$ cat src/tpic_pkg.sv
// Constants and types shared by the timer pin I/O control block
package tpic_pkg;

	// Register byte offsets on the bus
	localparam logic [7:0] OFS_CH2_A_CTL = 8'h00;
	localparam logic [7:0] OFS_CH3_A_CTL = 8'h04;
	localparam logic [7:0] OFS_CH3_C_CTL = 8'h08;
	localparam logic [7:0] OFS_CH3_MODE  = 8'h0C;
	localparam logic [7:0] OFS_CH2_GR_A  = 8'h10;
	localparam logic [7:0] OFS_CH3_GR_A  = 8'h14;
	localparam logic [7:0] OFS_CH3_GR_C  = 8'h18;
	localparam logic [7:0] OFS_PIN_STAT  = 8'h1C;

	// Field layout
	localparam int CTL_W        = 4;
	localparam int GR_W         = 16;
	localparam int MODE_BUF_BIT = 0;
	localparam int STAT_OUT_LSB = 4;

	// Values after reset
	localparam logic [3:0]  CTL_RST  = 4'h0;
	localparam logic        MODE_RST = 1'b0;
	localparam logic [15:0] GR_RST   = 16'hFFFF;
	localparam logic [31:0] ZERO_W   = 32'h0000_0000;

	// Compare actions held in the low two control bits
	localparam logic [1:0] ACT_NONE   = 2'h0;
	localparam logic [1:0] ACT_LOW    = 2'h1;
	localparam logic [1:0] ACT_HIGH   = 2'h2;
	localparam logic [1:0] ACT_TOGGLE = 2'h3;

	// AHB transfer codes
	localparam logic [1:0] HTRANS_NONSEQ = 2'h2;
	localparam logic       HRESP_OKAY    = 1'b0;

	// Bus slave states
	typedef enum logic [0:0] {
		BUS_IDLE,
		BUS_RDWAIT
	} tpic_bus_st_t;

endpackage : tpic_pkg

$ cat src/tpic_chan.sv
// One general register with its compare and capture pin logic
`timescale 1ns/1ps

module tpic_chan #(
	parameter bit CNT_SRC_EN = 1'b0
) (
	input  wire logic        hclk,
	input  wire logic        hresetn,
	input  wire logic [3:0]  io_sel,
	input  wire logic        io_disable,
	input  wire logic        pin_level,
	input  wire logic [15:0] counter,
	input  wire logic        count_tick,
	input  wire logic        alt_event,
	input  wire logic        wr_en,
	input  wire logic [15:0] wr_data,
	output logic      [15:0] gen_reg_r,
	output logic             pin_out_r,
	output logic             pin_oe_n_r,
	output logic             capture_r,
	output logic             match_r
);

	logic [3:0]  sel_prev_r;
	logic        pin_prev_r;
	logic [15:0] gen_reg_nxt;
	logic        pin_out_nxt;
	logic        pin_oe_n_nxt;
	logic        capture_nxt;
	logic        match_nxt;
	logic        rise;
	logic        fall;
	logic        edge_hit;
	logic        alt_src;

	// Event detection, pin action and register update
	always_comb begin
		rise = pin_level & ~pin_prev_r;
		fall = ~pin_level & pin_prev_r;
		if (io_sel[1]) begin
			edge_hit = rise | fall;
		end else if (io_sel[0]) begin
			edge_hit = fall;
		end else begin
			edge_hit = rise;
		end
		alt_src = CNT_SRC_EN & io_sel[2];
		capture_nxt = ~io_disable & io_sel[3] & (alt_src ? alt_event : edge_hit);
		match_nxt = ~io_disable & ~io_sel[3] & count_tick & (counter == gen_reg_r);
		gen_reg_nxt = gen_reg_r;
		if (capture_nxt) begin
			gen_reg_nxt = counter;
		end else if (wr_en) begin
			gen_reg_nxt = wr_data;
		end
		pin_out_nxt = pin_out_r;
		if (io_sel != sel_prev_r) begin
			pin_out_nxt = io_sel[2];
		end else if (match_nxt) begin
			unique case (io_sel[1:0])
				tpic_pkg::ACT_LOW: pin_out_nxt = 1'b0;
				tpic_pkg::ACT_HIGH: pin_out_nxt = 1'b1;
				tpic_pkg::ACT_TOGGLE: pin_out_nxt = ~pin_out_r;
				tpic_pkg::ACT_NONE: pin_out_nxt = pin_out_r;
			endcase
		end
		pin_oe_n_nxt = io_disable | io_sel[3] | (io_sel[1:0] == tpic_pkg::ACT_NONE);
	end

	// State registers
	always_ff @(posedge hclk or negedge hresetn) begin
		if (!hresetn) begin
			sel_prev_r <= tpic_pkg::CTL_RST;
			pin_prev_r <= 1'b0;
			gen_reg_r  <= tpic_pkg::GR_RST;
			pin_out_r  <= 1'b0;
			pin_oe_n_r <= 1'b1;
			capture_r  <= 1'b0;
			match_r    <= 1'b0;
		end else begin
			sel_prev_r <= io_sel;
			pin_prev_r <= pin_level;
			gen_reg_r  <= gen_reg_nxt;
			pin_out_r  <= pin_out_nxt;
			pin_oe_n_r <= pin_oe_n_nxt;
			capture_r  <= capture_nxt;
			match_r    <= match_nxt;
		end
	end

endmodule : tpic_chan

$ cat src/tpic_top.sv
// Timer pin I/O control for ch2 reg A and ch3 regs A and C, AHB-Lite slave
//
// Overview of operation
// - Top 0, low 01: compare, drive low
// - Top 0, low 10: drive high on match
// - Top 0, low 11: toggle pin on match
// - Top 1, low 00: capture on rising edge
// - Capture, low 01: capture on falling edge
// - Capture, bit1 set: capture on both edges
// - Ch3 top 11: capture on ch4 count
// - Buffer mode: register C makes no events
// - Override follows ch3 mode buffer bit
`timescale 1ns/1ps

module tpic_top (
	input  wire logic        hclk,
	input  wire logic        hresetn,
	input  wire logic        hsel,
	input  wire logic [31:0] haddr,
	input  wire logic [1:0]  htrans,
	input  wire logic        hwrite,
	input  wire logic [2:0]  hsize,
	input  wire logic [31:0] hwdata,
	input  wire logic        hready,
	output logic             hreadyout,
	output logic             hresp,
	output logic      [31:0] hrdata,
	input  wire logic [15:0] ch2_counter,
	input  wire logic        ch2_count_tick,
	input  wire logic [15:0] ch3_counter,
	input  wire logic        ch3_count_tick,
	input  wire logic        ch4_counter_step,
	input  wire logic        ch2_timer_pin_a_in,
	output logic             ch2_timer_pin_a_out,
	output logic             ch2_timer_pin_a_oe_n,
	input  wire logic        ch3_timer_pin_a_in,
	output logic             ch3_timer_pin_a_out,
	output logic             ch3_timer_pin_a_oe_n,
	input  wire logic        ch3_timer_pin_c_in,
	output logic             ch3_timer_pin_c_out,
	output logic             ch3_timer_pin_c_oe_n,
	output logic             ch2_reg_a_capture,
	output logic             ch2_reg_a_match,
	output logic             ch3_reg_a_capture,
	output logic             ch3_reg_a_match,
	output logic             ch3_reg_c_capture,
	output logic             ch3_reg_c_match
);

	// Pin synchronisers, index 0 ch2 A, 1 ch3 A, 2 ch3 C
	logic [2:0] pin_meta_r;
	logic [2:0] pin_sync_r;

	// Control and mode registers
	logic [3:0] ch2_pin_a_io_control_r;
	logic [3:0] ch2_pin_a_io_control_nxt;
	logic [3:0] ch3_pin_a_io_control_r;
	logic [3:0] ch3_pin_a_io_control_nxt;
	logic [3:0] ch3_pin_c_io_control_r;
	logic [3:0] ch3_pin_c_io_control_nxt;
	logic       buffer_a_enable_r;
	logic       buffer_a_enable_nxt;
	logic       reg_c_io_off;

	// Bus slave state
	tpic_pkg::tpic_bus_st_t bus_st_r;
	tpic_pkg::tpic_bus_st_t bus_st_nxt;
	logic       wr_pend_r;
	logic       wr_pend_nxt;
	logic [7:0] addr_r;
	logic [7:0] addr_nxt;
	logic       hready_r;
	logic       hready_nxt;
	logic       hresp_r;
	logic [31:0] hrdata_r;
	logic [31:0] hrdata_nxt;
	logic [31:0] rd_mux;
	logic       bus_take;
	logic       wr_now;

	// General register write strobes and values
	logic       gr2a_we;
	logic       gr3a_we;
	logic       gr3c_we;
	logic [15:0] gr2a;
	logic [15:0] gr3a;
	logic [15:0] gr3c;
	logic [3:0]  ctl_wdata;
	logic [15:0] gr_wdata;

	// Offset decode shared by the write strobes
	logic       ctl2a_hit;
	logic       ctl3a_hit;
	logic       ctl3c_hit;
	logic       mode_hit;
	logic       gr2a_hit;
	logic       gr3a_hit;
	logic       gr3c_hit;

	// Channel outputs
	logic [2:0] pin_out;
	logic [2:0] pin_oe_n;
	logic [2:0] cap_evt;
	logic [2:0] match_evt;

	// Two-stage synchronisers for the pin inputs
	always_ff @(posedge hclk or negedge hresetn) begin
		if (!hresetn) begin
			pin_meta_r <= 3'h0;
			pin_sync_r <= 3'h0;
		end else begin
			pin_meta_r <= {ch3_timer_pin_c_in, ch3_timer_pin_a_in, ch2_timer_pin_a_in};
			pin_sync_r <= pin_meta_r;
		end
	end

	// Address phase acceptance and data phase write strobe
	assign bus_take = hsel & hready & (htrans == tpic_pkg::HTRANS_NONSEQ);
	assign wr_now   = wr_pend_r;

	// Offset decode of the latched data-phase address
	assign ctl2a_hit = (addr_r == tpic_pkg::OFS_CH2_A_CTL);
	assign ctl3a_hit = (addr_r == tpic_pkg::OFS_CH3_A_CTL);
	assign ctl3c_hit = (addr_r == tpic_pkg::OFS_CH3_C_CTL);
	assign mode_hit  = (addr_r == tpic_pkg::OFS_CH3_MODE);
	assign gr2a_hit  = (addr_r == tpic_pkg::OFS_CH2_GR_A);
	assign gr3a_hit  = (addr_r == tpic_pkg::OFS_CH3_GR_A);
	assign gr3c_hit  = (addr_r == tpic_pkg::OFS_CH3_GR_C);

	// Write data slices for the 4-bit fields and the 16-bit registers
	assign ctl_wdata = hwdata[3:0];
	assign gr_wdata  = hwdata[15:0];

	// Bus slave next state
	always_comb begin
		bus_st_nxt  = bus_st_r;
		wr_pend_nxt = 1'b0;
		addr_nxt    = addr_r;
		hready_nxt  = hready_r;
		hrdata_nxt  = hrdata_r;
		unique case (bus_st_r)
			tpic_pkg::BUS_IDLE: begin
				if (bus_take) begin
					addr_nxt = haddr[7:0];
					if (hwrite) begin
						wr_pend_nxt = 1'b1;
					end else begin
						bus_st_nxt = tpic_pkg::BUS_RDWAIT;
						hready_nxt = 1'b0;
					end
				end
			end
			tpic_pkg::BUS_RDWAIT: begin
				hrdata_nxt = rd_mux;
				hready_nxt = 1'b1;
				bus_st_nxt = tpic_pkg::BUS_IDLE;
			end
		endcase
	end

	// Bus slave registers
	always_ff @(posedge hclk or negedge hresetn) begin
		if (!hresetn) begin
			bus_st_r  <= tpic_pkg::BUS_IDLE;
			wr_pend_r <= 1'b0;
			addr_r    <= 8'h00;
			hready_r  <= 1'b1;
			hresp_r   <= tpic_pkg::HRESP_OKAY;
			hrdata_r  <= tpic_pkg::ZERO_W;
		end else begin
			bus_st_r  <= bus_st_nxt;
			wr_pend_r <= wr_pend_nxt;
			addr_r    <= addr_nxt;
			hready_r  <= hready_nxt;
			hresp_r   <= tpic_pkg::HRESP_OKAY;
			hrdata_r  <= hrdata_nxt;
		end
	end

	// Control field writes; fields take effect for later events only
	always_comb begin
		ch2_pin_a_io_control_nxt = ch2_pin_a_io_control_r;
		ch3_pin_a_io_control_nxt = ch3_pin_a_io_control_r;
		ch3_pin_c_io_control_nxt = ch3_pin_c_io_control_r;
		buffer_a_enable_nxt      = buffer_a_enable_r;
		if (wr_now & ctl2a_hit) begin
			ch2_pin_a_io_control_nxt = ctl_wdata;
		end
		if (wr_now & ctl3a_hit) begin
			ch3_pin_a_io_control_nxt = ctl_wdata;
		end
		if (wr_now & ctl3c_hit) begin
			ch3_pin_c_io_control_nxt = ctl_wdata;
		end
		if (wr_now & mode_hit) begin
			buffer_a_enable_nxt = hwdata[tpic_pkg::MODE_BUF_BIT];
		end
	end

	// Control field registers, reset to output disabled
	always_ff @(posedge hclk or negedge hresetn) begin
		if (!hresetn) begin
			ch2_pin_a_io_control_r <= tpic_pkg::CTL_RST;
			ch3_pin_a_io_control_r <= tpic_pkg::CTL_RST;
			ch3_pin_c_io_control_r <= tpic_pkg::CTL_RST;
			buffer_a_enable_r      <= tpic_pkg::MODE_RST;
		end else begin
			ch2_pin_a_io_control_r <= ch2_pin_a_io_control_nxt;
			ch3_pin_a_io_control_r <= ch3_pin_a_io_control_nxt;
			ch3_pin_c_io_control_r <= ch3_pin_c_io_control_nxt;
			buffer_a_enable_r      <= buffer_a_enable_nxt;
		end
	end

	// Register C is a plain buffer while buffer mode is on
	assign reg_c_io_off = buffer_a_enable_r;

	// General register write strobes from the data phase
	assign gr2a_we = wr_now & gr2a_hit;
	assign gr3a_we = wr_now & gr3a_hit;
	assign gr3c_we = wr_now & gr3c_hit;

	// Read data selection, unmapped offsets read zero
	always_comb begin
		rd_mux = tpic_pkg::ZERO_W;
		unique case (addr_r)
			tpic_pkg::OFS_CH2_A_CTL: rd_mux[3:0] = ch2_pin_a_io_control_r;
			tpic_pkg::OFS_CH3_A_CTL: rd_mux[3:0] = ch3_pin_a_io_control_r;
			tpic_pkg::OFS_CH3_C_CTL: rd_mux[3:0] = ch3_pin_c_io_control_r;
			tpic_pkg::OFS_CH3_MODE:
				rd_mux[tpic_pkg::MODE_BUF_BIT] = buffer_a_enable_r;
			tpic_pkg::OFS_CH2_GR_A:  rd_mux[15:0] = gr2a;
			tpic_pkg::OFS_CH3_GR_A:  rd_mux[15:0] = gr3a;
			tpic_pkg::OFS_CH3_GR_C:  rd_mux[15:0] = gr3c;
			tpic_pkg::OFS_PIN_STAT: begin
				rd_mux[2:0] = pin_sync_r;
				rd_mux[tpic_pkg::STAT_OUT_LSB +: 3] = pin_out;
			end
			default: begin
			end
		endcase
	end

	// Channel 2 register A: pin edges only, bit 2 has no meaning in capture
	tpic_chan #(
		.CNT_SRC_EN (1'b0)
	) u_ch2_a (
		.hclk       (hclk),
		.hresetn    (hresetn),
		.io_sel     (ch2_pin_a_io_control_r),
		.io_disable (1'b0),
		.pin_level  (pin_sync_r[0]),
		.counter    (ch2_counter),
		.count_tick (ch2_count_tick),
		.alt_event  (1'b0),
		.wr_en      (gr2a_we),
		.wr_data    (gr_wdata),
		.gen_reg_r  (gr2a),
		.pin_out_r  (pin_out[0]),
		.pin_oe_n_r (pin_oe_n[0]),
		.capture_r  (cap_evt[0]),
		.match_r    (match_evt[0])
	);

	// Channel 3 register A: may capture on channel-4 counter steps
	tpic_chan #(
		.CNT_SRC_EN (1'b1)
	) u_ch3_a (
		.hclk       (hclk),
		.hresetn    (hresetn),
		.io_sel     (ch3_pin_a_io_control_r),
		.io_disable (1'b0),
		.pin_level  (pin_sync_r[1]),
		.counter    (ch3_counter),
		.count_tick (ch3_count_tick),
		.alt_event  (ch4_counter_step),
		.wr_en      (gr3a_we),
		.wr_data    (gr_wdata),
		.gen_reg_r  (gr3a),
		.pin_out_r  (pin_out[1]),
		.pin_oe_n_r (pin_oe_n[1]),
		.capture_r  (cap_evt[1]),
		.match_r    (match_evt[1])
	);

	// Channel 3 register C: silenced while it buffers register A
	tpic_chan #(
		.CNT_SRC_EN (1'b1)
	) u_ch3_c (
		.hclk       (hclk),
		.hresetn    (hresetn),
		.io_sel     (ch3_pin_c_io_control_r),
		.io_disable (reg_c_io_off),
		.pin_level  (pin_sync_r[2]),
		.counter    (ch3_counter),
		.count_tick (ch3_count_tick),
		.alt_event  (ch4_counter_step),
		.wr_en      (gr3c_we),
		.wr_data    (gr_wdata),
		.gen_reg_r  (gr3c),
		.pin_out_r  (pin_out[2]),
		.pin_oe_n_r (pin_oe_n[2]),
		.capture_r  (cap_evt[2]),
		.match_r    (match_evt[2])
	);

	// Bus outputs straight from registers
	assign hreadyout = hready_r;
	assign hresp     = hresp_r;
	assign hrdata    = hrdata_r;

	// Pin outputs straight from channel registers
	assign ch2_timer_pin_a_out  = pin_out[0];
	assign ch2_timer_pin_a_oe_n = pin_oe_n[0];
	assign ch3_timer_pin_a_out  = pin_out[1];
	assign ch3_timer_pin_a_oe_n = pin_oe_n[1];
	assign ch3_timer_pin_c_out  = pin_out[2];
	assign ch3_timer_pin_c_oe_n = pin_oe_n[2];

	// Event pulses straight from channel registers
	assign ch2_reg_a_capture = cap_evt[0];
	assign ch2_reg_a_match   = match_evt[0];
	assign ch3_reg_a_capture = cap_evt[1];
	assign ch3_reg_a_match   = match_evt[1];
	assign ch3_reg_c_capture = cap_evt[2];
	assign ch3_reg_c_match   = match_evt[2];

	// Transfer size is not checked: every access is taken as a whole word
	logic unused_size;
	assign unused_size = ^hsize;

	// Address bits above the register map are not decoded
	logic unused_addr;
	assign unused_addr = ^haddr[31:8];

	// Write data above the widest register is dropped
	logic unused_wdata;
	assign unused_wdata = ^hwdata[31:16];

endmodule : tpic_top

$ cat config.mk
export PLATFORM = sky130hd
export DESIGN_NAME = tpic_top
export DESIGN_NICKNAME = d
export VERILOG_FILES = /design/src/tpic_pkg.sv /design/src/tpic_chan.sv /design/src/tpic_top.sv
export SDC_FILE = /design/constraint.sdc
export NUM_CORES = 1
export LEC_CHECK = 0
export BUFFER_PORTS_ARGS = -buffer_cell sky130_fd_sc_hd__buf_2
export CAP_MARGIN = 5
export CORE_UTILIZATION = 40
export DETAILED_ROUTE_END_ITERATION = 6
export PLACE_DENSITY = 0.6
export SLEW_MARGIN = 20
export SYNTH_ARGS = -nofsm -noshare
export SYNTH_HDL_FRONTEND = slang
export SYNTH_HIERARCHICAL = 1
export SYNTH_SLANG_ARGS = --single-unit
$ cat constraint.sdc
create_clock -name hclk -period 2.35 [get_ports hclk]
set_input_delay 0.1175 -clock hclk [delete_from_list [all_inputs] [get_ports hclk]]
set_output_delay 0.1175 -clock hclk [all_outputs]
set_load 0.05 [all_outputs]
* Word-level counts from Yosys, hierarchy flattened
Cells that the tools add are included.
** Cells by class
- Reduce and logical (&&, ||, !) cells :: 15
- Order comparisons :: 0
- Eq/ne operators :: 28
- Multiply operators :: 0
- Shift-type cells :: 0
- Bitwise gates (word level) :: 47
- Add/subtract/negate cells :: 0
- Divide/modulo/power cells :: 0
- Multiplexer cells :: 37
** Operator list (count)
- $mux 16 :: 6
- $eq 16x16->1 :: 3
- $eq 8x5->1 const B :: 4
- $pmux 9 s3 :: 1
- $and 1x1->1 :: 26
- $mux 1 :: 21
- $eq 8x4->1 const B :: 2
- $eq 2x2->1 const B :: 7
- $not 1->1 :: 14
- $pmux 2 s7 :: 1
- $ne 4x4->1 :: 3
- $pmux 3 s4 :: 1
- $reduce_bool 2->1 :: 6
- $reduce_and 2->1 :: 5
- $pmux 1 s3 :: 3
- $eq 8x3->1 const B :: 1
- $logic_not 8->1 :: 1
- $pmux 1 s8 :: 1
- $or 1x1->1 :: 7
- $eq 2x1->1 const B :: 3
- $logic_not 2->1 :: 3
- $ne 2x1->1 const B :: 3
- $pmux 1 s6 :: 1
- $ne 2x2->1 const B :: 2
- $pmux 1 s2 :: 2
** Word-level totals
- Memory bits (read-only) :: 0
- Memory bits (writable) :: 0
- Flip-flop bits (word level) :: 121
- Latch bits :: 0
- Output and inout port bits :: 46
- Logic and storage cells :: 159
- Memories :: 0

* Depth between registers and ports, before layout
Gate-level depths: netlist of run 1.
- Depth after elaboration :: 7
- Gate-level depth with buffers :: 8

* Hierarchy
The synthesis of run 1 kept the hierarchy.
** By module, submodules not included
- tpic_chan at u_ch3_a ... :: instances 2, seq. area each 646.9 um^2, cells each 128, area an instance 1341.3 um^2
- tpic_top :: instances 1, seq. area each 1152.4 um^2, cells each 192, area an instance 2351.0 um^2
- tpic_chan at u_ch2_a :: instances 1, seq. area each 646.9 um^2, cells each 127, area an instance 1338.8 um^2

* Least setup slack after synthesis of run 1
OpenSTA, ideal clock, no wires.
- Kind :: reg2reg
- Start :: register addr_r[1]
- End :: register u_ch2_a.gen_reg_r[0]
- Required time :: 2.266 ns
- Arrival :: 2.008 ns
- Library setup time :: 0.084 ns
- Path slack :: 0.258 ns
- Stages on the path, launching flop included :: 8
- Path buffers :: 2
- Cell sequence :: dfrtp_1 -> nor3_1 -> nand4_1 -> nor2_1 -> buf_2 -> buf_1 -> mux2i_1 -> a21oi_1
** On the way
- Longest elaborated chain between the ends :: 3
** Ends and longest elaborated chain
- start, declared :: line tpic_top.sv:70 : logic [7:0] addr_r;
- start signal, assigned :: line tpic_top.sv:173 : addr_r <= addr_nxt;
- $eq 8x5->1 :: line tpic_top.sv:126 : assign gr2a_hit = (addr_r == tpic_pkg::OFS_CH2_GR_A);
- $and 1x1->1 :: line tpic_top.sv:219 : assign gr2a_we = wr_now & gr2a_hit;
- named net gr2a_we :: line tpic_top.sv:82 : logic gr2a_we;
- $reduce_bool 2->1 (no line)
- end signal, assigned :: line tpic_chan.sv:75 : gen_reg_r <= tpic_pkg::GR_RST;
- end signal, assigned :: line tpic_chan.sv:83 : gen_reg_r <= gen_reg_nxt;
- end, declared :: line tpic_chan.sv:17 : output logic [15:0] gen_reg_r,
The timed path passes the listed nets, and every way through them passes these cells.
A chain may end at the register's enable or synchronous reset.

* Final worst setup path of run 1
- Start :: register u_ch3_a.gen_reg_r[12]
- End :: register u_ch3_a.pin_out_r
** On the way
- Longest elaborated chain between the ends :: 4
** Ends and longest elaborated chain
- start, declared :: line tpic_chan.sv:17
- start signal, assigned :: line tpic_chan.sv:75
- start signal, assigned :: line tpic_chan.sv:83
- $eq 16x16->1 :: line tpic_chan.sv:49 : match_nxt = ~io_disable & ~io_sel[3] & count_tick & (counter == gen_reg_r);
- $and 1x1->1 :: line tpic_chan.sv:49
- $reduce_bool 2->1 (no line)
- $reduce_and 2->1 (no line)
- end signal, assigned :: line tpic_chan.sv:84 : pin_out_r <= pin_out_nxt;
- end, declared :: line tpic_chan.sv:18 : output logic pin_out_r,
Every way passes these cells.

==> impl_metrics.yaml, run 1 <==
grt:
  grt-ovfl-total: 0
  antenna_found_initial: 1
  grt_max_degree: 61
  grt_pass1_vias: 4937
  grt.total_usage: 0.2256
  grt_pass1_wl_mm: 27.28
die:
  initial_core_util: 0.4146
  core_sq_um: 15370
  die_h_microns: 128.2
  dieArea_sq_um: 16440
  die_w_microns: 128.2
  pin_count: 158
  rows: 45
sta:
  rsz0062_at_grt: "false"
  fin_skew_ns: 0.01189
  worst_pin_slew_ns: 0.6741
  min_period_over_period: 0.8702
  max_freq_ghz: 0.4890
  setup_violations: 0
  slew_violations: 0
  layout_min_cycle_time_ns: 2.045
  hold_viol_final: 0
  maxSlewHeadroom: 0.5481
  fin_setup_tns_ns: 0
  timing.hold.ws_ns: 0.01868
yosys:
  synth_cell_types: 52
  syn_inst: 575
  synth_top_area_share: 0.2710
  yosys-top-cells-count: "dfrtp_1 (69), mux2i_1 (57), dfstp_2 (52)"
  seq_area_frac_synth: 0.4854
  synthArstFlopShare: 1.000
  ys.flop_type: "dfrtp_1"
  yosysMostFrequentCell: "dfrtp_1"
  synthTopCellsByArea: "dfrtp_1 (27%), dfstp_2 (21%), mux2i_1 (9.0%)"
  ys_warn_count: 6
  yosysTopAreaCell: "dfrtp_1"
  synth-seq-cells: 121
  synth_edf_count: 0
  syn_area_per_cell_sq_um: 11.08
  synth_area_sq_um: 6372
detailed_routing:
  drcViolationCount: 0
  drt_iter0_drc: 365
  via_per_inst: 5.169
  vias: 4947
  drt-wirelength-per-cell_microns: 18.15
  ant_nets: 0
  detail_route.first_pass.iterations: 5
  wl_mm: 17.37
clock_network:
  cts_sinks: 121
  clk_latency_ns: 0.43
  clk_pin_slew_ns: 0.05
  cts_setup_buffers: 0
  cts_tree: "done"
  clockRootBuffer: "clkbuf_16"
  clockBufferDepth: 2
  ctsHtreeMaxLevel: 4
  cts_buffers: 17
finish:
  layoutNonFillerInstCount: 957
  layout-area-overhead-vs-synth_pct: 28.43
  final_nets: 850
  drive_gt1_frac: 0.3114
  nFillCells: 1351
  seq_area_sq_um: 3093
  multi_input_area_sq_um: 3070
  final_area_sq_um: 8184
min_path:
  min_path_cells: 3
  worstHoldStart: "hwdata[4]"
  min_path_type: "in2reg"
  holdPathEnd: "u_ch3_a/gen_reg_r[4]"
critical_path:
  critical_path.max_fanout: 3
  criticalPathCategory: "reg2reg"
  arrival_ns: 2.39
  r2r_setup_slack_ns: 0.31
  cp.required_ns: 2.69
  timing.rr.start: "u_ch3_a/gen_reg_r[12]"
  r2r_cells: 5
  r2r-end: "u_ch3_a/pin_out_r"
  crit_path_end_kind: "register"
  worstSetupStartpointType: "register"
flow_run:
  drv_cap: 0
placement:
  place_congestion: 0.8515
  post-dp-hpwl_mm: 12.45
  dp_cells: 875
  place_area_sq_um: 7108
  portBuffers: 97
run_status:
  status: "complete, no violations"
power:
  p_per_area_nw_per_um2: 869.6
  vdd_drop_max_mv: 0.5476
  total_power_uw: 7117
  power.leakage_uw: 0.003488
-- flip-flops by register name, summed over array words and instances (netlist names), 3 cells and up --
signal                  cells
hrdata                     16
u_ch2_a/gen_reg_r          16
u_ch3_a/gen_reg_r          16
u_ch3_c/gen_reg_r          16
addr_r                      8
ch2_pin_a_io_control_r      4
ch3_pin_a_io_control_r      4
ch3_pin_c_io_control_r      4
u_ch2_a/sel_prev_r          4
u_ch3_a/sel_prev_r          4
u_ch3_c/sel_prev_r          4
pin_meta_r                  3
pin_sync_r                  3
-- critical path, cell delays in order (launching register included) --
cell      delay [ns]
dfstp_2         0.55
xor2_1          0.08
nor4_2          0.50
nand4_1         0.19
or4_1           0.53
o211ai_1        0.10
-- per-stage QoR --
step                setup WS (ns)    util
finish                     0.3051  0.5324
CTS                        0.3304  0.5323
floorplan                  0.2578       -
detailed placement         0.3504  0.4624
global placement           0.3842  0.4624
global route               0.1877  0.5323
-- cell families (layout without fill, tap and decap cells) --
logic type / after synthesis / after routing / synth area share
AND/OR/NAND/NOR: 145 / 145 / 0.1147
flip-flops: 121 / 121 / 0.4854
AO/OA/AOI/OAI: 99 / 99 / 0.09543
multiplexers: 91 / 91 / 0.1643
XOR/XNOR: 60 / 60 / 0.08247
buffers and inverters: 52 / 202 / 0.04535
adder cells (fa/ha/maj): 6 / 6 / 0.01178
other: 1 / 22 / 0.0005885
-- how the worst max path moves through the flow --
| stage | cells after the start | slack (ns) | to | from |
|---|---|---|---|---|
| after floorplan | 7 | 0.26 | u_ch2_a/gen_reg_r[0] | addr_r[1] |
| after global placement | 5 | 0.38 | u_ch3_a/pin_out_r | u_ch3_a/gen_reg_r[12] |
| after detailed placement | 5 | 0.35 | u_ch3_a/pin_out_r | u_ch3_a/gen_reg_r[12] |
| after CTS | 5 | 0.33 | u_ch3_a/pin_out_r | u_ch3_a/gen_reg_r[12] |
| after global routing | 5 | 0.19 | u_ch3_c/pin_out_r | u_ch3_c/gen_reg_r[12] |
| final | 5 | 0.31 | u_ch3_a/pin_out_r | u_ch3_a/gen_reg_r[12] |
-- layout make-up --
| type | count | area share |
|---|---|---|
| repair buffers | 160 | 0.1385 |
| flip-flops and latches | 121 | 0.3779 |
| clock inverters | 9 | 0.01529 |
| inverters | 10 | 0.004586 |
| well taps | 211 | 0.03226 |
| clock buffers | 23 | 0.05595 |
| diodes | 1 | 0.0003058 |
| multi-input cells | 422 | 0.3752 |
-- layout by cell type, fill, tap and decap left out, types with 5 or more instances in the layout --
cell type	n
a21oi_1	27
buf_2	96
buf_4	11
clkbuf_1	5
clkbuf_16	17
conb_1	21
dfrtp_1	69
dfstp_2	52
dlygate4sd3_1	49
ha_1	6
inv_1	8
mux2_2	24
mux2i_1	57
nand2_1	50
nand4_1	8
nor2_1	40
nor3_1	5
nor4_1	10
o21ai_0	8
o21ai_1	34
o2bb2ai_1	11
xnor2_1	12
xor2_1	48
-- timing repair --
action | CTS | global route
endpoints found under the hold margin | 96 | 0
hold buffers | 49 | 0
resized for setup | 0 | 0
-- metal layers --
| metal | GRT usage | wire [microns] |
|---|---|---|
| met1 | 0.2929 | 7664 |
| met2 | 0.3612 | 8253 |
| met3 | 0.05301 | 1001 |
| met4 | 0.09412 | 447 |
| met5 | 0 | 0 |
-- report_power, final --
part | internal (uW) | total, uW | switching, uW
registers | 2580 | 2940 | 363
clock network | 1680 | 2610 | 924
logic | 684 | 1570 | 882
total | 4950 | 7120 | 2170
Note: power is estimated with default switching activity, not from simulation.
==> inputs of run 2 (changes only) <==
- BUFFER_PORTS_ARGS: -buffer_cell sky130_fd_sc_hd__buf_2 -> -buffer_cell sky130_fd_sc_hd__buf_4
- CORE_ASPECT_RATIO: not set -> 1.5
- CORE_MARGIN: not set -> 2
==> run 2 against run 1 <==
Effect of this change:
- via count decreased by 1.6%
- core utilization increased by 0.46 points
- fmax increased by 4.6%
- sequential share of layout area decreased by 0.93 points
- die area increased by 3.3%
- routed wire length increased by 0.20%
- global-route usage decreased by 1.4 points
- non-clock buffer count decreased by 2
- register-to-register slack improved by 0.09 ns
- count of clock-buffer cells in the layout decreased by 3
- critical path depth unchanged
- clock skew decreased by 0.0050 ns
==> impl_metrics.yaml, run 2 (synthesis results as in run 1) <==
run_status:
  status: "complete, no violations"
grt:
  grt-ovfl-total: 0
  antenna_found_initial: 0
  grt_max_degree: 122
  grt_pass1_wl_mm: 26.80
  grt.total_usage: 0.2115
  grt_pass1_vias: 4975
clock_network:
  cts_setup_buffers: 0
  cts_sinks: 121
  ctsHtreeMaxLevel: 4
  clockRootBuffer: "clkbuf_16"
  clockBufferDepth: 2
  cts_buffers: 17
  clk_latency_ns: 0.41
  clk_pin_slew_ns: 0.05
  cts_tree: "done"
finish:
  drive_gt1_frac: 0.3122
  nFillCells: 1391
  layoutNonFillerInstCount: 946
  diodes: 0
  final_core_util: 0.5370
  final_common_cell: "buf_4"
  layout_common_cells: "buf_4 (109), dfrtp_1 (69), mux2i_1 (57)"
  layout-area-overhead-vs-synth_pct: 31.67
  final_area_sq_um: 8391
  final_nets: 848
power:
  p_per_area_nw_per_um2: 863.6
  power.leakage_uw: 0.003550
  vdd_drop_max_mv: 0.3570
critical_path:
  slowest_delay_ns: 0.65
  arrival_ns: 2.28
  cp_top_family: "flip-flops"
  criticalPathCategory: "reg2reg"
  critPathLaunch: "addr_r[2]"
  critical_path.max_fanout: 16
  cp_cell_sequence: "and3_1 > and4_1 > buf_4 > mux2i_1 > o21ai_1"
  worstSetupStartpointType: "register"
  slowest_stage: "dfrtp_1"
  crit_path_end_kind: "register"
  cp.required_ns: 2.68
  timing.rr.start: "addr_r[2]"
  critical_path_buf_inv_count: 1
detailed_routing:
  wl_mm: 17.40
  drcViolationCount: 0
  detail_route.first_pass.iterations: 6
  ant_nets: 0
  drt-wirelength-per-cell_microns: 18.39
  vias: 4867
  via_per_inst: 5.145
  drt_iter0_drc: 229
sta:
  fin_setup_tns_ns: 0
  slew_violations: 0
  max_freq_ghz: 0.5115
  worst_pin_slew_ns: 0.7202
  hold_viol_final: 0
  layout_min_cycle_time_ns: 1.955
  fin_skew_ns: 0.006936
  setup_violations: 0
  min_period_over_period: 0.8319
  maxSlewHeadroom: 0.5172
  rsz0062_at_grt: "false"
die:
  dieArea_sq_um: 16980
  initial_core_util: 0.4078
  core_sq_um: 15630
  pin_count: 158
  rows: 56
  die_w_microns: 107.1
  die_h_microns: 158.6
placement:
  place_area_sq_um: 7308
  dp_cells: 867
  post-dp-hpwl_mm: 12.50
  portBuffers: 97
  place_congestion: 0.8477
min_path:
  worstHoldStart: "hwdata[9]"
  min_path_type: "in2reg"
flow_run:
  drv_cap: 0
-- run 2: routing by layer --
metal | up-vias | GRT usage | share of wire
li1 | 2314 | - | -
met1 | 2365 | 0.2478 | 0.40
met2 | 156 | 0.3752 | 0.52
met3 | 32 | 0.03438 | 0.038
met4 | 0 | 0.1002 | 0.037
met5 | - | 0 | 0
-- run 2: what timing repair did --
action,CTS,global route
hold buffers,47,0
endpoints found under the hold margin,132,0
endpoints found under the setup margin,0,0
gates resized for setup,0,0
-- run 2: report_power, final --
group / total (uW) / internal (uW) / switching (uW)
clock network: 2700 / 1770 / 933
registers: 2980 / 2580 / 398
logic: 1570 / 733 / 834
-- run 2: final timing paths --
path                       cells after the start  slack (ns)                    end
min                                            3        0.01   u_ch3_c/gen_reg_r[9]
max in group asynchronous                      3        1.49          pin_sync_r[0]
min reg2reg                                    0        0.34          pin_sync_r[1]
min in group asynchronous                      3        0.28          pin_sync_r[1]
max                                            5        0.40  u_ch3_a/gen_reg_r[11]
max reg2reg                                    5        0.40  u_ch3_a/gen_reg_r[11]
-- run 2: stage by stage --
step | setup WS (ns) | hold slack (ns) | power (uW)
after floorplan | 0.2578 | -0.1781 | 3944
after global placement | 0.4260 | 0.2270 | 4477
after detailed placement | 0.4161 | 0.2281 | 4522
after CTS | 0.4026 | 0.005137 | 7317
after global routing | 0.2492 | 0.02149 | 7571
final | 0.3951 | 0.01230 | 7246
-- run 2: layout make-up --
| class | count | area [sq um] | share of cell area |
|---|---|---|---|
| timing repair buffer | 158 | 1329 | 0.1584 |
| tap | 203 | 254.0 | 0.03027 |
| inverter | 10 | 37.54 | 0.004474 |
| multi-input combinational | 422 | 3065 | 0.3653 |
| clock buffer | 20 | 436.7 | 0.05204 |
| sequential | 121 | 3093 | 0.3686 |
| clock inverter | 12 | 175.2 | 0.02088 |
-- run 2: worst register-to-register path: cells and delay by family (launching register included) --
kind / cells / cell delay (ns)
compound gates: 1 / 0.08
buf+inv: 1 / 0.31
flops: 1 / 0.65
mux: 1 / 0.26
simple gates: 2 / 0.58
